<file path="config.mk">
export PLATFORM = sky130hd
export DESIGN_NAME = slp_strap_led
export DESIGN_NICKNAME = d
export VERILOG_FILES = /design/src/include/slp_pkg.sv /design/src/include/slp_led_if.sv /design/src/hw/slp_led_drv.sv /design/src/hw/slp_strap_led.sv /design/src/hw/slp_sync2.sv
export VERILOG_INCLUDE_DIRS = /design/src /design/src/include
export SDC_FILE = /design/constraint.sdc
export NUM_CORES = 1
export LEC_CHECK = 0
export BUFFER_PORTS_ARGS = -buffer_cell sky130_fd_sc_hd__buf_2
export CAP_MARGIN = 20
export CORE_ASPECT_RATIO = 0.7
export CORE_MARGIN = 3
export CORE_UTILIZATION = 35
export CTS_BUF_LIST = sky130_fd_sc_hd__clkbuf_4
export DETAILED_ROUTE_END_ITERATION = 7
export PLACE_DENSITY = 0.65
export SYNTH_ARGS = -nofsm -noshare
export SYNTH_HDL_FRONTEND = slang
export SYNTH_SLANG_ARGS = --single-unit
</file>
<file path="constraint.sdc">
create_clock -name aclk -period 5 [get_ports aclk]
set_input_delay 0.5 -clock aclk [delete_from_list [all_inputs] [get_ports aclk]]
set_output_delay 0.5 -clock aclk [all_outputs]
set_load 0.02 [all_outputs]
</file>
<file path="src/include/slp_defines.svh">
`ifndef SLP_DEFINES_SVH
`define SLP_DEFINES_SVH

// register byte offsets
`define SLP_CTRL_OFFSET        8'h00
`define SLP_LED_OFFSET         8'h04
`define SLP_STATUS_OFFSET      8'h08

// control register fields
`define SLP_CTRL_LED_EN_BIT    0
`define SLP_CTRL_PWR_LSB       1
`define SLP_CTRL_RESET         32'h0000_0000

// led register fields: primary at bit p, secondary at bit 8+p
`define SLP_LED_PRI_LSB        1
`define SLP_LED_SEC_LSB        11
`define SLP_LED_RESET          32'h0000_0000

// status register fields
`define SLP_STAT_UPWR_BIT      0
`define SLP_STAT_OFF_LSB       1
`define SLP_STAT_SWAP_LSB      9
`define SLP_STAT_GANG_BIT      16
`define SLP_STAT_DONE_BIT      17

// defaults when a strap is not enabled
`define SLP_DEFAULT_PORT_OFF   7'h00
`define SLP_DEFAULT_SWAP       7'h00
`define SLP_DEFAULT_GANG       1'b0

// cycles after reset release before straps are latched (covers the synchroniser)
`define SLP_SETTLE_CYCLES      2'h3

// axi response codes
`define SLP_RESP_OKAY          2'h0
`define SLP_RESP_SLVERR        2'h2

`endif

</file>
<file path="src/include/slp_pkg.sv">
package slp_pkg;
    typedef logic [7:1] slp_port_t;
    typedef logic [7:3] slp_sec_t;
    typedef enum logic [0:0] {
        SLP_SETTLE,
        SLP_RUN
    } slp_state_e;
endpackage
</file>
<file path="src/include/slp_led_if.sv">
`timescale 1ns/100ps
`default_nettype none
interface slp_led_if #(parameter int W = 7);
    logic [W-1:0] lit;
    logic [W-1:0] active_low;
    logic         drive;
    logic [W-1:0] pin_out;
    logic [W-1:0] pin_oe;
    modport ctrl (output lit, output active_low, output drive, input pin_out, input pin_oe);
    modport drv  (input lit, input active_low, input drive, output pin_out, output pin_oe);
endinterface
`default_nettype wire

</file>
<file path="src/hw/slp_led_drv.sv">
`timescale 1ns/100ps
`default_nettype none
module slp_led_drv (
    input  wire logic aclk,
    input  wire logic aresetn,
    slp_led_if.drv    led
);
    // pins stay released (read as straps) until drive is granted
    always_ff @(posedge aclk) begin
        if (!aresetn) begin
            led.pin_out <= '0;
            led.pin_oe  <= '0;
        end else begin
            led.pin_oe  <= led.drive ? '1 : '0;
            led.pin_out <= led.drive ? (led.lit ^ led.active_low) : '0;
        end
    end
endmodule
`default_nettype wire

</file>
<file path="src/hw/slp_strap_led.sv">
`timescale 1ns/100ps
`default_nettype none
`include "slp_defines.svh"
module slp_strap_led (
    input  wire logic              aclk,
    input  wire logic              aresetn,
    // axi4-lite slave
    input  wire logic [7:0]        s_axi_awaddr,
    input  wire logic              s_axi_awvalid,
    output logic                   s_axi_awready,
    input  wire logic [31:0]       s_axi_wdata,
    input  wire logic [3:0]        s_axi_wstrb,
    input  wire logic              s_axi_wvalid,
    output logic                   s_axi_wready,
    output logic [1:0]             s_axi_bresp,
    output logic                   s_axi_bvalid,
    input  wire logic              s_axi_bready,
    input  wire logic [7:0]        s_axi_araddr,
    input  wire logic              s_axi_arvalid,
    output logic                   s_axi_arready,
    output logic [31:0]            s_axi_rdata,
    output logic [1:0]             s_axi_rresp,
    output logic                   s_axi_rvalid,
    input  wire logic              s_axi_rready,
    // strap enables from package and configuration settings (same clock)
    input  wire logic              strap_enable_port_off,
    input  wire logic              strap_enable_swap,
    input  wire logic              strap_enable_gang,
    // pins
    input  wire logic              upstream_power_detect,
    input  wire slp_pkg::slp_port_t port_off_strap_plus,
    input  wire slp_pkg::slp_port_t port_off_strap_minus,
    input  wire slp_pkg::slp_port_t primary_port_indicator_in,
    output slp_pkg::slp_port_t     primary_port_indicator_out,
    output slp_pkg::slp_port_t     primary_port_indicator_oe,
    input  wire slp_pkg::slp_sec_t secondary_port_indicator_in,
    output slp_pkg::slp_sec_t      secondary_port_indicator_out,
    output slp_pkg::slp_sec_t      secondary_port_indicator_oe,
    output slp_pkg::slp_port_t     port_power_enable,
    output slp_pkg::slp_port_t     port_disabled,
    output slp_pkg::slp_port_t     data_line_swap,
    output logic                   gang_mode,
    output logic                   upstream_pullup_enable
);
    import slp_pkg::*;

    localparam int SW = 23;

    slp_state_e state_r;
    logic [1:0] settle_r;
    logic [31:0] ctrl_r;
    logic [31:0] led_r;
    slp_port_t  port_off_r;
    slp_port_t  swap_r;
    logic       gang_r;
    slp_port_t  pwr_r;
    logic       pullup_r;
    logic [SW-1:0] pins_raw;
    logic [SW-1:0] pins_s;
    logic       upwr_s;
    slp_port_t  plus_s;
    slp_port_t  minus_s;
    slp_port_t  pri_s;
    logic       sec3_s;
    logic       sample;
    logic       led_on;

    // axi state
    logic       awready_r;
    logic       wready_r;
    logic       aw_hold_r;
    logic       w_hold_r;
    logic [7:0] aw_addr_r;
    logic [31:0] w_data_r;
    logic [3:0] w_strb_r;
    logic       bvalid_r;
    logic [1:0] bresp_r;
    logic       arready_r;
    logic       rvalid_r;
    logic [31:0] rdata_r;
    logic [1:0] rresp_r;
    logic       take_aw;
    logic       take_w;
    logic       do_write;
    logic       take_ar;
    logic       aw_hold_nxt;
    logic       w_hold_nxt;
    logic       bvalid_nxt;
    logic       wr_ctrl;
    logic       wr_led;
    logic       wr_ok;
    logic [31:0] status;
    logic [31:0] rd_word;
    logic       rd_ok;

    // every pin passes two flip-flops before any logic looks at it
    assign pins_raw = {upstream_power_detect, port_off_strap_plus, port_off_strap_minus,
                       primary_port_indicator_in, secondary_port_indicator_in[3]};

    slp_sync2 #(
        .W (SW)
    ) u_sync (
        .aclk    (aclk),
        .aresetn (aresetn),
        .d       (pins_raw),
        .q       (pins_s)
    );

    assign upwr_s  = pins_s[22];
    assign plus_s  = pins_s[21:15];
    assign minus_s = pins_s[14:8];
    assign pri_s   = pins_s[7:1];
    assign sec3_s  = pins_s[0];

    // ---------------- strap sampling ----------------
    // the settle wait lets the synchroniser fill with pin levels after its own reset
    assign sample = (state_r == SLP_SETTLE) && (settle_r == `SLP_SETTLE_CYCLES);

    always_ff @(posedge aclk) begin
        if (!aresetn) begin
            state_r  <= SLP_SETTLE;
            settle_r <= 2'h0;
        end else begin
            unique case (state_r)
                SLP_SETTLE: begin
                    settle_r <= settle_r + 2'h1;
                    if (sample) begin
                        state_r <= SLP_RUN;
                    end
                end
                SLP_RUN: begin
                    settle_r <= settle_r;
                end
            endcase
        end
    end

    // latched once per reset; nothing but a new reset can change them
    always_ff @(posedge aclk) begin
        if (!aresetn) begin
            port_off_r <= `SLP_DEFAULT_PORT_OFF;
            swap_r     <= `SLP_DEFAULT_SWAP;
            gang_r     <= `SLP_DEFAULT_GANG;
        end else if (sample) begin
            port_off_r <= strap_enable_port_off ? (plus_s | minus_s) : `SLP_DEFAULT_PORT_OFF;
            swap_r     <= strap_enable_swap ? pri_s : `SLP_DEFAULT_SWAP;
            gang_r     <= strap_enable_gang ? sec3_s : `SLP_DEFAULT_GANG;
        end
    end

    // ---------------- power and pull-up ----------------
    always_ff @(posedge aclk) begin
        if (!aresetn) begin
            pwr_r <= '0;
        end else if (state_r != SLP_RUN) begin
            pwr_r <= '0;
        end else if (gang_r) begin
            // ganged: one switch feeds all live ports, so any request for a live port powers them all
            pwr_r <= (|(ctrl_r[`SLP_CTRL_PWR_LSB +: 7] & ~port_off_r)) ? ~port_off_r : '0;
        end else begin
            pwr_r <= ctrl_r[`SLP_CTRL_PWR_LSB +: 7] & ~port_off_r;
        end
    end

    always_ff @(posedge aclk) begin
        if (!aresetn) begin
            pullup_r <= 1'b0;
        end else begin
            pullup_r <= upwr_s;
        end
    end

    // ---------------- led drivers ----------------
    assign led_on = ctrl_r[`SLP_CTRL_LED_EN_BIT] && (state_r == SLP_RUN);

    slp_led_if #(.W(7)) pri_if ();
    slp_led_if #(.W(5)) sec_if ();

    assign pri_if.drive      = led_on;
    assign pri_if.lit        = led_r[`SLP_LED_PRI_LSB +: 7] & ~port_off_r;
    assign pri_if.active_low = swap_r;
    assign sec_if.drive      = led_on;
    assign sec_if.lit        = led_r[`SLP_LED_SEC_LSB +: 5] & ~port_off_r[7:3];
    assign sec_if.active_low = {4'hF, gang_r};

    slp_led_drv u_pri (
        .aclk    (aclk),
        .aresetn (aresetn),
        .led     (pri_if)
    );

    slp_led_drv u_sec (
        .aclk    (aclk),
        .aresetn (aresetn),
        .led     (sec_if)
    );

    // ---------------- axi4-lite write ----------------
    assign take_aw  = s_axi_awvalid && awready_r;
    assign take_w   = s_axi_wvalid && wready_r;
    assign do_write = aw_hold_r && w_hold_r && !bvalid_r;
    assign aw_hold_nxt = do_write ? 1'b0 : (take_aw ? 1'b1 : aw_hold_r);
    assign w_hold_nxt  = do_write ? 1'b0 : (take_w ? 1'b1 : w_hold_r);
    assign bvalid_nxt  = do_write ? 1'b1 : ((bvalid_r && s_axi_bready) ? 1'b0 : bvalid_r);

    assign wr_ctrl = do_write && (aw_addr_r == `SLP_CTRL_OFFSET);
    assign wr_led  = do_write && (aw_addr_r == `SLP_LED_OFFSET);
    assign wr_ok   = (aw_addr_r == `SLP_CTRL_OFFSET) || (aw_addr_r == `SLP_LED_OFFSET);

    always_ff @(posedge aclk) begin
        if (!aresetn) begin
            aw_hold_r <= 1'b0;
            awready_r <= 1'b0;
            aw_addr_r <= 8'h00;
        end else begin
            aw_hold_r <= aw_hold_nxt;
            awready_r <= !aw_hold_nxt && !bvalid_nxt;
            if (take_aw) begin
                aw_addr_r <= s_axi_awaddr;
            end
        end
    end

    always_ff @(posedge aclk) begin
        if (!aresetn) begin
            w_hold_r <= 1'b0;
            wready_r <= 1'b0;
            w_data_r <= 32'h0000_0000;
            w_strb_r <= 4'h0;
        end else begin
            w_hold_r <= w_hold_nxt;
            wready_r <= !w_hold_nxt && !bvalid_nxt;
            if (take_w) begin
                w_data_r <= s_axi_wdata;
                w_strb_r <= s_axi_wstrb;
            end
        end
    end

    always_ff @(posedge aclk) begin
        if (!aresetn) begin
            bvalid_r <= 1'b0;
            bresp_r  <= `SLP_RESP_OKAY;
        end else begin
            bvalid_r <= bvalid_nxt;
            if (do_write) begin
                bresp_r <= wr_ok ? `SLP_RESP_OKAY : `SLP_RESP_SLVERR;
            end
        end
    end

    always_ff @(posedge aclk) begin
        if (!aresetn) begin
            ctrl_r <= `SLP_CTRL_RESET;
        end else if (wr_ctrl) begin
            for (int i = 0; i < 4; i++) begin
                if (w_strb_r[i]) begin
                    ctrl_r[8*i +: 8] <= w_data_r[8*i +: 8];
                end
            end
            ctrl_r[31:8] <= 24'h00_0000;
        end
    end

    always_ff @(posedge aclk) begin
        if (!aresetn) begin
            led_r <= `SLP_LED_RESET;
        end else if (wr_led) begin
            for (int i = 0; i < 4; i++) begin
                if (w_strb_r[i]) begin
                    led_r[8*i +: 8] <= w_data_r[8*i +: 8];
                end
            end
            // only the implemented lamp bits are kept
            led_r[31:16] <= 16'h0000;
            led_r[10:8]  <= 3'h0;
            led_r[0]     <= 1'b0;
        end
    end

    // ---------------- axi4-lite read ----------------
    assign take_ar = s_axi_arvalid && arready_r;

    always_comb begin
        status = 32'h0000_0000;
        status[`SLP_STAT_UPWR_BIT] = upwr_s;
        status[`SLP_STAT_OFF_LSB +: 7] = port_off_r;
        status[`SLP_STAT_SWAP_LSB +: 7] = swap_r;
        status[`SLP_STAT_GANG_BIT] = gang_r;
        status[`SLP_STAT_DONE_BIT] = (state_r == SLP_RUN);
    end

    always_comb begin
        rd_word = 32'h0000_0000;
        rd_ok   = 1'b1;
        unique case (s_axi_araddr)
            `SLP_CTRL_OFFSET:   rd_word = ctrl_r;
            `SLP_LED_OFFSET:    rd_word = led_r;
            `SLP_STATUS_OFFSET: rd_word = status;
            default:            rd_ok = 1'b0;
        endcase
    end

    always_ff @(posedge aclk) begin
        if (!aresetn) begin
            arready_r <= 1'b0;
            rvalid_r  <= 1'b0;
            rdata_r   <= 32'h0000_0000;
            rresp_r   <= `SLP_RESP_OKAY;
        end else if (take_ar) begin
            arready_r <= 1'b0;
            rvalid_r  <= 1'b1;
            rdata_r   <= rd_word;
            rresp_r   <= rd_ok ? `SLP_RESP_OKAY : `SLP_RESP_SLVERR;
        end else if (rvalid_r && s_axi_rready) begin
            rvalid_r  <= 1'b0;
            arready_r <= 1'b1;
        end else if (!rvalid_r) begin
            arready_r <= 1'b1;
        end
    end

    assign s_axi_awready = awready_r;
    assign s_axi_wready  = wready_r;
    assign s_axi_bvalid  = bvalid_r;
    assign s_axi_bresp   = bresp_r;
    assign s_axi_arready = arready_r;
    assign s_axi_rvalid  = rvalid_r;
    assign s_axi_rdata   = rdata_r;
    assign s_axi_rresp   = rresp_r;

    assign primary_port_indicator_out   = pri_if.pin_out;
    assign primary_port_indicator_oe    = pri_if.pin_oe;
    assign secondary_port_indicator_out = sec_if.pin_out;
    assign secondary_port_indicator_oe  = sec_if.pin_oe;
    assign port_power_enable            = pwr_r;
    assign port_disabled                = port_off_r;
    assign data_line_swap               = swap_r;
    assign gang_mode                    = gang_r;
    assign upstream_pullup_enable       = pullup_r;
endmodule
`default_nettype wire

</file>
<file path="src/hw/slp_sync2.sv">
`timescale 1ns/100ps
`default_nettype none
module slp_sync2 #(
    parameter int W = 1
) (
    input  wire logic         aclk,
    input  wire logic         aresetn,
    input  wire logic [W-1:0] d,
    output logic      [W-1:0] q
);
    logic [W-1:0] meta_r;

    always_ff @(posedge aclk) begin
        if (!aresetn) begin
            meta_r <= '0;
            q      <= '0;
        end else begin
            meta_r <= d;
            q      <= meta_r;
        end
    end
endmodule
`default_nettype wire

</file>
==> results by stage, run 1 <==
Status:
- The run finished with clean final reports.

STA:
- After layout, the minimum clock period comes to 2.05 ns.
- The ratio of final minimum period to clock period is 41.0%.
- Static timing analysis puts the maximum clock frequency at about 490 MHz.
- Setup repair after global routing left no endpoint under its margin.
- On the final layout, the worst hold slack is 0.177 ns.
- The count of endpoints failing setup in the final report is 0.
- The number of endpoints with negative hold slack in the final report is 0.
- For the final routed database, the setup TNS stands at 0 ns.
- The number of pins exceeding their max-slew limit in the final report is 0.
- On the final layout, the worst clock skew is 0.0290 ns.
- The worst path meets setup with 2.95 ns of slack.
- The slew at the pin closest to its max-slew limit is just over 1 ns.
- The worst-case headroom to the max-slew limit is 31.6%.

Finish:
- The fraction of layout instances using a drive strength above 1 is 24.4%.
- The multi-input combinational cells in the finished layout cover a total of approximately 2200 um^2.
- The antenna cell count is 0.
- The area added between synthesis and finish is 17.2%.
- The area of all sequential standard cells is between 3000 and 4000 um^2.
- The final-layout fill cell count is between 1.5k and 2k.
- The post-route core utilization is a little over two fifths.
- The number of nets in the layout is 798.

CTS:
- Counting the buffers created by CTS gives 17.
- The tree is rooted in a clkbuf_4.
- The post-cts gate resize count is 0.
- The number of hold buffers added after CTS was 0.
- For the worst-skew pair, the clock arrives at the later sink with an insertion delay of about 0.53 ns.
- The buffer levels on the longest clock path is 2.
- The number of clock sinks seen by CTS is 154.
- The total setup buffers inserted after CTS is 0.
- The depth of the CTS H-tree is 4.
- Clock-pin slew was measured on the worst setup and hold paths at 0.13 ns.
- TritonCTS built the clock tree.

Worst hold path:
- The tightest min-delay check is of the in2reg type.

Floorplanning:
- The I/O pin count is 177.
- The number of rows in the core area is 37.
- The die is roughly 160 um wide.
- The total area inside the core boundary comes to 15100 um^2.
- In this run the vertical extent of the chip is 112 um.
- The die outline area is about 17000 um^2.
- The starting density of the core is 36.8%.

Worst setup path:
- The critical path goes through inv_1, a2111oi_1, clkbuf_2, a2111oi_0.
- The data arrival time at the worst-slack endpoint is between 2 and 2.5 ns.
- The worst setup path is launched from a register.
- The kind of cell with the highest combined delay on the critical path is compound AO/OA/AOI/OAI gates.
- The largest single stage delay on the critical path is 0.80 ns.
- Data on the critical path is required at its endpoint by 5.34 ns.
- The capturing instance or port of the critical path is port_power_enable[1].
- In this run the critical register-to-register path is launched from port_disabled[3].
- The highest net fanout along the worst path is 6.
- The number of cells traversed by the worst register-to-register path is 4.
- The critical path starts at port_disabled[3].
- The critical path crosses 4 cells after its start point.
- For flop-to-flop paths, the worst setup slack is between 2 and 3 ns.
- In this run the critical register-to-register path is captured at port_power_enable[1].
- The slowest cell on the critical path is a2111oi_1.
- Together, buffers and inverters on the worst path number 2.
- The kind of end point of the critical path is a register.
- By startpoint and endpoint, the worst setup path is classified as reg2reg.

Power:
- The leakage power is 2.75 nW.
- For this design the total switching power over the nets is 0.559 mW.
- Combinational logic burns 6.8% of the power.
- Net switching is between 20% and 30% of the power.
- Internal power comes to ~1.6 mW.
- Across the VDD grid, the largest voltage drop is 0.000142 V.
- The total power divided by cell area is 337 nW/um^2.
- The part of the total power dissipated in the clock network is 34.8%.
- The share of power burned in registers is 58.4%.

Logic synthesis:
- Sequential cells were found to cover 55.4% of the synthesized design area.
- Among all flip-flop cells after synthesis, the most frequent one is dfxtp_1.
- During synthesis, Yosys emitted a total of 0 warnings.
- Ranked by total cell area, the synthesized netlist is headed by dfxtp_1 55%, nand2_1 8.1%, and2_1 5.5%, mux2i_1 5.0%, a21oi_1 4.5%.
- The portion of synthesized area spent on multiplexers is 5.24%.
- The fraction of registers with async set/reset is 0%.
- The compound-gate portion of the synthesized area is 10.1%.
- After Yosys synthesis, full adders, half adders and majority gates account for less than 1% of the synthesized area.
- The synthesized design contains 154 register bits.
- The mean cell area of the mapped netlist is around 9.4 um^2.
- The synthesized instance count is between 500 and 600.
- After synthesis, the largest family of logic cells by area is simple AND/OR/NAND/NOR gates.
- The xor and xnor fraction of the mapped netlist area is 1.42%.
- The number of flops mapped to enable cells by yosys is 0.
- The share of Yosys cell area claimed by the top area cell type is ~55%.
- After synthesis the cells add up to approximately 5600 um^2.
- The biggest area contributor in the post-synthesis netlist is dfxtp_1.
- The simple logic cell fraction of the synthesized area is roughly a fifth.
- Counting distinct cell types in the post-synthesis netlist gives 40.

Place:
- The count of buffers added on input and output ports is 134.
- The final weighted congestion of routability-driven global placement is 0.814.
- The detailed placer's ending HPWL is around 9.5 mm.
- At the placement stage, the worst setup path has a slack of 2.44 ns.

Global route:
- The total grt overflow is 0.
- The global-route wire length before repair is ~21 mm.
- The global router's overall resource usage is 14.9%.
- The number of antenna violations at the first check in global routing is 0.
- The via count of the first global-routing pass is 3937.
- The largest net degree at the start of global routing is 85.

Routing:
- The DRC violation count after routing is 0.
- After detailed routing, the average wire length per cell comes to 14.3 um.
- Using the TritonRoute via totals, the vias-per-cell ratio works out to 4.64.
- The first detailed-routing pass took 6 iterations.
- The post-route antenna net violation count is 0.
- The routed layout has 4249 vias.
- The detailed router finished its first iteration with 267 violations.
- The final wirelength is 13.1 mm.

Run:
- The max-capacitance violation count is 0.
[through the flow]
stage	instance area, um^2	std cells	total power [mW]
global placement	6220	882	1.46
floorplan	5630	610	1.42
detailed placement	6220	882	1.46
global route	6520	916	2.29
CTS	6510	914	2.22
finish	6520	916	2.20
[routing by layer]
| metal | up-vias | global-route usage [%] | part of all wire, % |
|---|---|---|---|
| li1 | 2164 | - | - |
| met1 | 1949 | 21.7 | 51 |
| met2 | 132 | 21.4 | 42 |
| met3 | 4 | 4.47 | 6.4 |
| met4 | 0 | 4.20 | 0.51 |
| met5 | - | 0 | 0 |
[final cells by class]
cell class	instances	area share, %
Inverter	7	0.403
Clock inverter	12	2.11
Multi-Input combinational cell	389	33.4
Timing Repair Buffer	139	10.8
Tap cell	195	3.74
Clock buffer	20	2.30
Sequential cell	154	47.3
[cell usage in the layout (no fill, tap or decap), drive strengths merged, types with 4 or more instances in the layout]
master    Yosys  final
a2111oi       9      9
a21oi        50     50
a22oi         5      5
a2bb2oi       7      7
and2         49     49
buf          31    138
clkbuf       29     21
clkinvlp      0      4
conb          1     17
dfxtp       154    154
inv           7     12
mux2i        28     28
nand2       120    120
nand2b        4      4
nand3         9      9
nand4         5      5
nor2         23     23
nor2b        17     17
nor3          4      4
o211ai        7      7
o21ai        12     12
xnor2         8      8
[how the worst min path moves through the flow]
stage,from,end,slack (ns),cells past startpoint
floorplan,u_sync.meta_r[0],u_sync.q[0],0.41,1
global placement,u_sync.meta_r[22],u_sync.q[22],0.42,1
detailed placement,u_sync.meta_r[7],u_sync.q[7],0.42,1
CTS,primary_port_indicator_in[2],u_sync.meta_r[3],0.12,2
global route,port_off_strap_plus[5],u_sync.meta_r[20],0.11,2
finish,primary_port_indicator_in[2],u_sync.meta_r[3],0.18,2
[registers in the layout, indices dropped and copies added (netlist names), 2 cells and up]
register           flops
port_disabled          7
w_strb_r               2
u_sync.meta_r         23
port_power_enable      7
led_r                 12
settle_r               2
u_pri.led.pin_out      7
aw_addr_r              8
u_sync.q              23
w_data_r              13
s_axi_rdata           17
data_line_swap         7
ctrl_r                 8
u_sec.led.pin_out      5
[power groups by stage]
stage	Combinational (mW)	Clock (mW)	Sequential (mW)
2_1_floorplan	0.107	0	1.31
3_3_place_gp	0.149	0	1.31
3_5_place_dp	0.151	0	1.31
4_1_cts	0.151	0.783	1.28
5_1_grt	0.169	0.830	1.29
6_report	0.149	0.764	1.28
[cell usage after synthesis, types with 4 or more instances]
cell       number
inv_1           6
nand4_1         5
nor2_1         23
o21ai_0        12
nand3_1         9
a2111oi_0       9
nor3_1          4
nor2b_1        17
xnor2_1         8
and2_1         49
nand2_1       120
buf_4          28
mux2i_1        28
dfxtp_1       154
a2bb2oi_1       7
nand2b_1        4
o211ai_1        7
clkbuf_1       29
a22oi_1         5
a21oi_1        50
[cells by family after synthesis]
logic type               count (synthesis)
multiplexers                            29
flip-flops                             154
adder cells (fa/ha/maj)                  1
AO/OA/AOI/OAI                           93
AND/OR/NAND/NOR                        240
other                                    1
buffers and inverters                   67
XOR/XNOR                                 9
Note: power is estimated with default switching activity, not from simulation.
==> run 2, diff against run 1 <==
--- a/config.mk
+++ b/config.mk
@@ -13,7 +13,7 @@
 export CORE_UTILIZATION = 35
 export CTS_BUF_LIST = sky130_fd_sc_hd__clkbuf_4
 export DETAILED_ROUTE_END_ITERATION = 7
-export PLACE_DENSITY = 0.65
+export PLACE_DENSITY = 0.68
 export SYNTH_ARGS = -nofsm -noshare
 export SYNTH_HDL_FRONTEND = slang
 export SYNTH_SLANG_ARGS = --single-unit
==> constraint.sdc (replaced) <==
create_clock -name aclk -period 1.7 [get_ports aclk]
set_input_delay 0.17 -clock aclk [delete_from_list [all_inputs] [get_ports aclk]]
set_output_delay 0.17 -clock aclk [all_outputs]
set_load 0.02 [all_outputs]
==> results by stage, run 2 (same netlist as run 1, synthesis figures left out) <==
Status:
- The run finished with clean final reports.

Power:
- The overall power of the completed layout is 6.73 mW.
- The switching share of power is a little over a quarter.
- In this run the static leakage power is 3.14 nW.
- The part of the total power dissipated in the clock network is a little over a third.
- The maximum resistive drop on vdd is 0.000515 V.
- The internal power component is 4.93 mW.
- The share of total power dissipated in combinational logic is 8.9%.
- The total power divided by cell area is 918 nW/um^2.
- The total net switching power is about 1.8 mW.
- Sequential cells account for a little under three fifths of the total power.

Global route:
- The number of antenna violations at the first check in global routing is 0.
- Entering global routing, the biggest net connects 66 pins.
- The first global-routing pass estimated 22.5 mm of wire.
- The via count of the first global-routing pass is 4187.
- The global router's overall resource usage is 16.3%.
- The total grt overflow is 0.

Floorplanning:
- During I/O placement, the number of pins put on the boundary was roughly 180.
- The core area is between 15000 and 20000 um^2.
- The die outline area is 17500 um^2.
- The die boundary height is 112 um.
- In this run the horizontal extent of the chip is between 150 and 200 um.
- The starting density of the core is 36.8%.
- The initialized floorplan defines 37 standard-cell rows.

CTS:
- Counting along the longest clock path gives a buffer depth of 2.
- The clock insertion delay at the later pin of the skew report is 0.55 ns.
- The depth of the CTS H-tree is 4.
- The number of clock buffers added by TritonCTS is 17.
- The number of clock sinks seen by CTS is about 150.
- Clock tree synthesis selected as its root buffer the cell clkbuf_4.
- The clock slew seen by the registers of the worst setup and hold paths is 0.15 ns.
- TritonCTS built the clock tree.
- Once the clock tree was built, the setup fixing pass inserted 0 buffers.

STA:
- The slew at the pin closest to its max-slew limit is 0.795 ns.
- In the final timing run, aggregate negative setup slack is 0 ns.
- Clock skew on the completed layout was measured at 0.0207 ns.
- The number of pins exceeding their max-slew limit in the final report is 0.
- The clock period minus final worst setup slack is approximately 1.7 ns.
- The worst-case headroom to the max-slew limit is 46.9%.
- The number of endpoints with negative hold slack in the final report came to 0.
- Setup repair after global routing could not meet its margin everywhere.
- The ratio of final minimum period to clock period is between 90% and 100%.
- The count of endpoints failing setup in the final report is 0.
- The tightest hold path in the finished design has a slack of slightly above 0.05 ns.
- In the post-route analysis, the smallest setup slack over all paths is 0.0376 ns.
- Static timing analysis puts the maximum clock frequency at 602 MHz.

Finish:
- Compared with the post-synthesis result, the final layout area differs by 31.8%.
- The most common cell after layout, fill and taps aside is dfxtp_1.
- The top cell types in the final layout, fill and taps aside, are 153 x dfxtp_1, 134 x buf_2, 120 x nand2_1, 53 x dlygate4sd3_1, 50 x a21oi_1.
- Cells fill 48.5% of the core in the end.
- The antenna cell count is 0.
- In the final design database the tool counted 880 nets.
- The count of non-filler cells in the finished layout is 998.
- The finished cells cover 7330 um^2.
- The fraction of layout instances using a drive strength above 1 is a little over a quarter.

Worst hold path:
- The class of the tightest hold or removal check is in2reg.

Place:
- Including well taps, the total number of placed cells is 913.
- The post-detailed-placement cell area is 6470 um^2.
- The final weighted congestion of routability-driven global placement is around 0.82.
- The detailed placer's ending HPWL is 10.2 mm.
- The setup slack after placement is -0.197 ns.
- The number of buffer cells added on primary ports is 134.

Worst setup path:
- The kind of launch point of the worst setup path is a register.
- Walking the worst path, the cells encountered are or4_4, or4_4, mux2i_1.
- The kind of end point of the critical path is a register.
- The number of buffers and inverters on the critical path is 0.
- The largest single stage delay on the critical path is 0.54 ns.
- The slowest cell on the critical path is or4_4.
- By instance count, the cell type seen most on the critical path is or4_4.
- The data arrival time at the worst-slack endpoint is 2.10 ns.
- Along the worst path, the maximum fanout reaches 7.
- The data required time of the critical path is 2.14 ns.
- The classification of the worst setup path is reg2reg.
- The kind of cell with the highest combined delay on the critical path is simple AND/OR/NAND/NOR gates.

Routing:
- The number of vias per cell after detailed routing is 4.51.
- Wires add up to 14.3 mm.
- The post-route antenna net violation count is 0.
- The number of iterations in the first detailed-routing pass is 5.
- In the final routed layout, each cell accounts on average for 14.4 um.
- The total via count in the routed design is 4504.
- The DRC violation count after routing is 0.
- The first-iteration detailed-routing DRC count is between 200 and 250.

Run:
- The max-capacitance violation count is 0.
[run 2: changes by cell type in the layout (fill, tap and decap cells not counted), sizes merged]
cell / before / now
buf: 138 / 168
clkbuf: 21 / 17
dlygate4sd3: 0 / 53
inv: 12 / 16
clkinvlp: 4 / 3
[run 2: worst paths after layout]
check / startpoint / to / slack, ns / depth (start not counted)
max: aw_addr_r[3] / led_r[2] / 0.04 / 3
min: s_axi_araddr[3] / s_axi_rresp[1] / 0.05 / 3
max reg2reg: aw_addr_r[3] / led_r[2] / 0.04 / 3
min reg2reg: u_sync.meta_r[11] / u_sync.q[11] / 0.44 / 1
[run 2: power groups by stage]
| stage | Sequential [mW] | Clock, mW | Combinational [mW] |
|---|---|---|---|
| final | 3.77 | 2.36 | 0.597 |
| after global routing | 3.78 | 2.57 | 0.662 |
| after CTS | 3.77 | 2.41 | 0.595 |
| after detailed placement | 3.85 | 0 | 0.495 |
| after global placement | 3.85 | 0 | 0.490 |
| after floorplan | 3.86 | 0 | 0.314 |
[run 2: timing repair]
action	in CTS	in global routing
hold endpoints to repair	66	0
endpoints found under the setup margin	20	7
pin swaps	2	0
hold buffers	53	0
gates resized for setup	4	2
[run 2: final cells by class]
cell class | count | area [um^2]
multi-input cells | 389 | 2200
clock buffers | 17 | 128
fillers | 1407 | 7800
inverters | 7 | 26.3
well taps | 195 | 244
flip-flops and latches | 154 | 3080
clock inverters | 15 | 175
repair buffers | 221 | 1480
[run 2: worst min-delay path: stages]
cell,delay (ns)
buf_2,0.19
nand2_1,0.12
a311oi_1,0.09
[run 2: routing by layer]
metal / part of all wire, % / wire (um) / vias to the layer above / track usage, %
met1: 50 / 7180 / 2033 / 23.8
li1: - / - / 2326 / -
met4: 0.93 / 133 / 0 / 3.09
met5: 0 / 0 / - / 0
met3: 6.0 / 867 / 12 / 5.13
met2: 43 / 6160 / 133 / 23.7
==> run 3, diff against run 2 <==
--- a/config.mk
+++ b/config.mk
@@ -11,7 +11,7 @@
 export CORE_ASPECT_RATIO = 0.7
 export CORE_MARGIN = 3
 export CORE_UTILIZATION = 35
-export CTS_BUF_LIST = sky130_fd_sc_hd__clkbuf_4
+export CTS_BUF_LIST = sky130_fd_sc_hd__clkbuf_8
 export DETAILED_ROUTE_END_ITERATION = 7
 export PLACE_DENSITY = 0.68
 export SYNTH_ARGS = -nofsm -noshare
==> results by stage, run 3 (same netlist as run 1, synthesis figures left out) <==
CTS:
- The H-tree was split into 4 levels.
- The clock drives between 150 and 200 sinks.
- The clock insertion delay at the later pin of the skew report is 0.45 ns.
- The number of buffers added by the clock tree synthesis step is 17.
- After clock tree synthesis, the setup repair step added 0 buffers.
- The clock slew seen by the registers of the worst setup and hold paths is 0.09 ns.
- The buffer levels on the longest clock path is 2.
- TritonCTS built the clock tree.
- The cell sitting at the root of the clock tree is a clkbuf_8.

Finish:
- After filler insertion, the fill cell instance count of the layout stands at 1398.
- The finished cells cover 7390 um^2.
- The antenna cell count is 0.
- The area added between synthesis and finish is 32.8%.
- The library cell used most frequently in the layout, excluding fill and tap cells, is dfxtp_1.
- At the end of the flow, the number of nets in the layout was 875.
- In the layout the commonest cells are 153 x dfxtp_1, 134 x buf_2, 120 x nand2_1, 50 x a21oi_1, 49 x and2_1.
- Excluding fillers, the count of instances in the completed layout stands at 993.
- In the final layout, the share of cells above drive strength 1 is 26.2%.

STA:
- The number of pins exceeding their max-slew limit in the final report is 0.
- The count of endpoints failing setup in the final report is 0.
- The fmax is 605 MHz.
- The number of endpoints with negative hold slack in the final report is 0.
- The worst hold slack after final layout is 0.0288 ns.
- Setup repair after global routing could not meet its margin everywhere.
- The ratio of final minimum period to clock period is 97.3%.
- The clock period minus final worst setup slack is 1.65 ns.
- Across the routed clock network, the largest skew measured is 0.0147 ns.
- In the post-route analysis, the smallest setup slack over all paths is about 0.047 ns.
- The slew at the pin closest to its max-slew limit is slightly above 0.8 ns.
- The total negative setup slack is 0 ns.
- The worst pin sits at a relative slew slack of 45.1%.

Global route:
- The global router's overall resource usage is 16.4%.
- Entering global routing, the biggest net connects 66 pins.
- The total grt overflow is 0.
- The via count of the first global-routing pass was 4199.
- The number of antenna violations at the first check in global routing is 0.
- The global-route wire length before repair is 22.5 mm.

Worst setup path:
- The number of buffers and inverters on the critical path is 0.
- The kind of cell with the highest combined delay on the critical path is simple AND/OR/NAND/NOR gates.
- The kind of launch point of the worst setup path is a register.
- The slowest stage of the critical path is the or4_4 cell.
- Traced cell by cell, the critical path runs through or4_4, or4_4, mux2i_1.
- The most common cell type on the critical path is or4_4.
- The worst setup path is of the reg2reg kind.
- The data arrival time at the worst-slack endpoint is around 2 ns.
- The highest net fanout along the worst path is 7.
- The kind of end point of the critical path is a register.
- The stage delay of the slowest cell on the critical path is 0.54 ns.
- STA puts the critical path data required time at about 2.0 ns.

Routing:
- After detailed routing, the average wire length per cell comes to 14.5 um.
- The routed design has 14.4 mm of wire.
- The DRC violation count after routing is 0.
- Using the TritonRoute via totals, the vias-per-cell ratio works out to 4.51.
- The total via count in the routed design is 4482.
- The post-route antenna net violation count is 0.
- The first detailed-routing pass took 4 iterations.
- For this block, the initial DRC count from the detailed router was about 240.

Power:
- Across the VDD grid, the largest voltage drop is ~0.00045 V.
- The leakage power is ~3.2 nW.
- The total power divided by cell area is about 980 nW/um^2.

Floorplanning:
- The number of rows in the core area is 37.
- The width of the die is 157 um.
- The core area is 15100 um^2.
- 177 I/O pins were placed.
- The starting density of the core is ~37%.
- In this run the vertical extent of the chip is 112 um.
- The floorplan step defined a die boundary enclosing 17500 um^2.

Worst hold path:
- The min-delay analysis places its worst path in the category in2reg.

Place:
- Input and output buffers added on the ports amount to 134.
- The final weighted congestion of routability-driven global placement is 0.821.
- The cell count after placement is between 900 and 1k.
- The setup slack after placement is -0.197 ns.
- The post-detailed-placement cell area is 6470 um^2.
- Once detailed placement completed, the half-perimeter wirelength came to between 10 and 15 mm.

Run:
- Max-cap violations in this run came to 0.

Status:
- The flow ran to the end, and the final reports show no timing, DRC or antenna violations.
-- run 3: cell types whose count changed in the layout (fill, tap and decap cells not counted) --
| cell | previous run | this run |
|---|---|---|
| dlygate4sd3_1 | 53 | 48 |
| clkbuf_4 | 17 | 0 |
| clkbuf_8 | 0 | 17 |
-- run 3: tightest hold or removal path, stage by stage --
cell      delay, ns
buf_2          0.07
nand2b_1       0.12
a21oi_1        0.07
-- run 3: final cells by class --
type                            instances  area, um^2  area share, %
Clock buffer                           17         234           3.17
Sequential cell                       154        3080           41.7
Clock inverter                         15         175           2.37
Timing Repair Buffer                  216        1430           19.3
Multi-Input combinational cell        389        2200           29.8
Tap cell                              195         244           3.30
Inverter                                7        26.3          0.356
-- run 3: final timing paths --
path	end	from	slack (ns)	depth (start not counted)
max	led_r[2]	aw_addr_r[3]	0.05	3
min	s_axi_rvalid	s_axi_rready	0.03	3
min reg2reg	u_sync.q[11]	u_sync.meta_r[11]	0.43	1
max reg2reg	led_r[2]	aw_addr_r[3]	0.05	3
-- run 3: per-stage QoR --
stage / util [%] / total power, mW
floorplan: - / 4.17
global placement: 42.7 / 4.34
detailed placement: 42.7 / 4.35
CTS: 48.7 / 7.27
global route: 48.8 / 7.49
finish: 48.8 / 7.23
-- run 3: repair_timing --
action / 4_1_cts / 5_1_grt
setup endpoints to repair: 19 / 4
hold buffers: 48 / 0
hold endpoints to repair: 48 / 0
gates resized for setup: 4 / 2
pin swaps: 2 / 0
-- run 3: power breakdown --
group | leakage [nW] | internal, mW | total, mW | switching [mW]
clock | 0.199 | 1.36 | 2.88 | 1.52
combinational | 1.71 | 0.273 | 0.589 | 0.316
sequential | 1.26 | 3.71 | 3.77 | 0.0520
-- run 3: per-layer routing --
metal | up-vias | track usage (%) | wire length, um | share of wire, %
li1 | 2311 | - | - | -
met1 | 2020 | 23.8 | 7210 | 50
met2 | 136 | 23.7 | 6250 | 43
met3 | 15 | 4.35 | 813 | 5.6
met4 | 0 | 4.66 | 136 | 0.94
met5 | - | 0 | 0 | 0
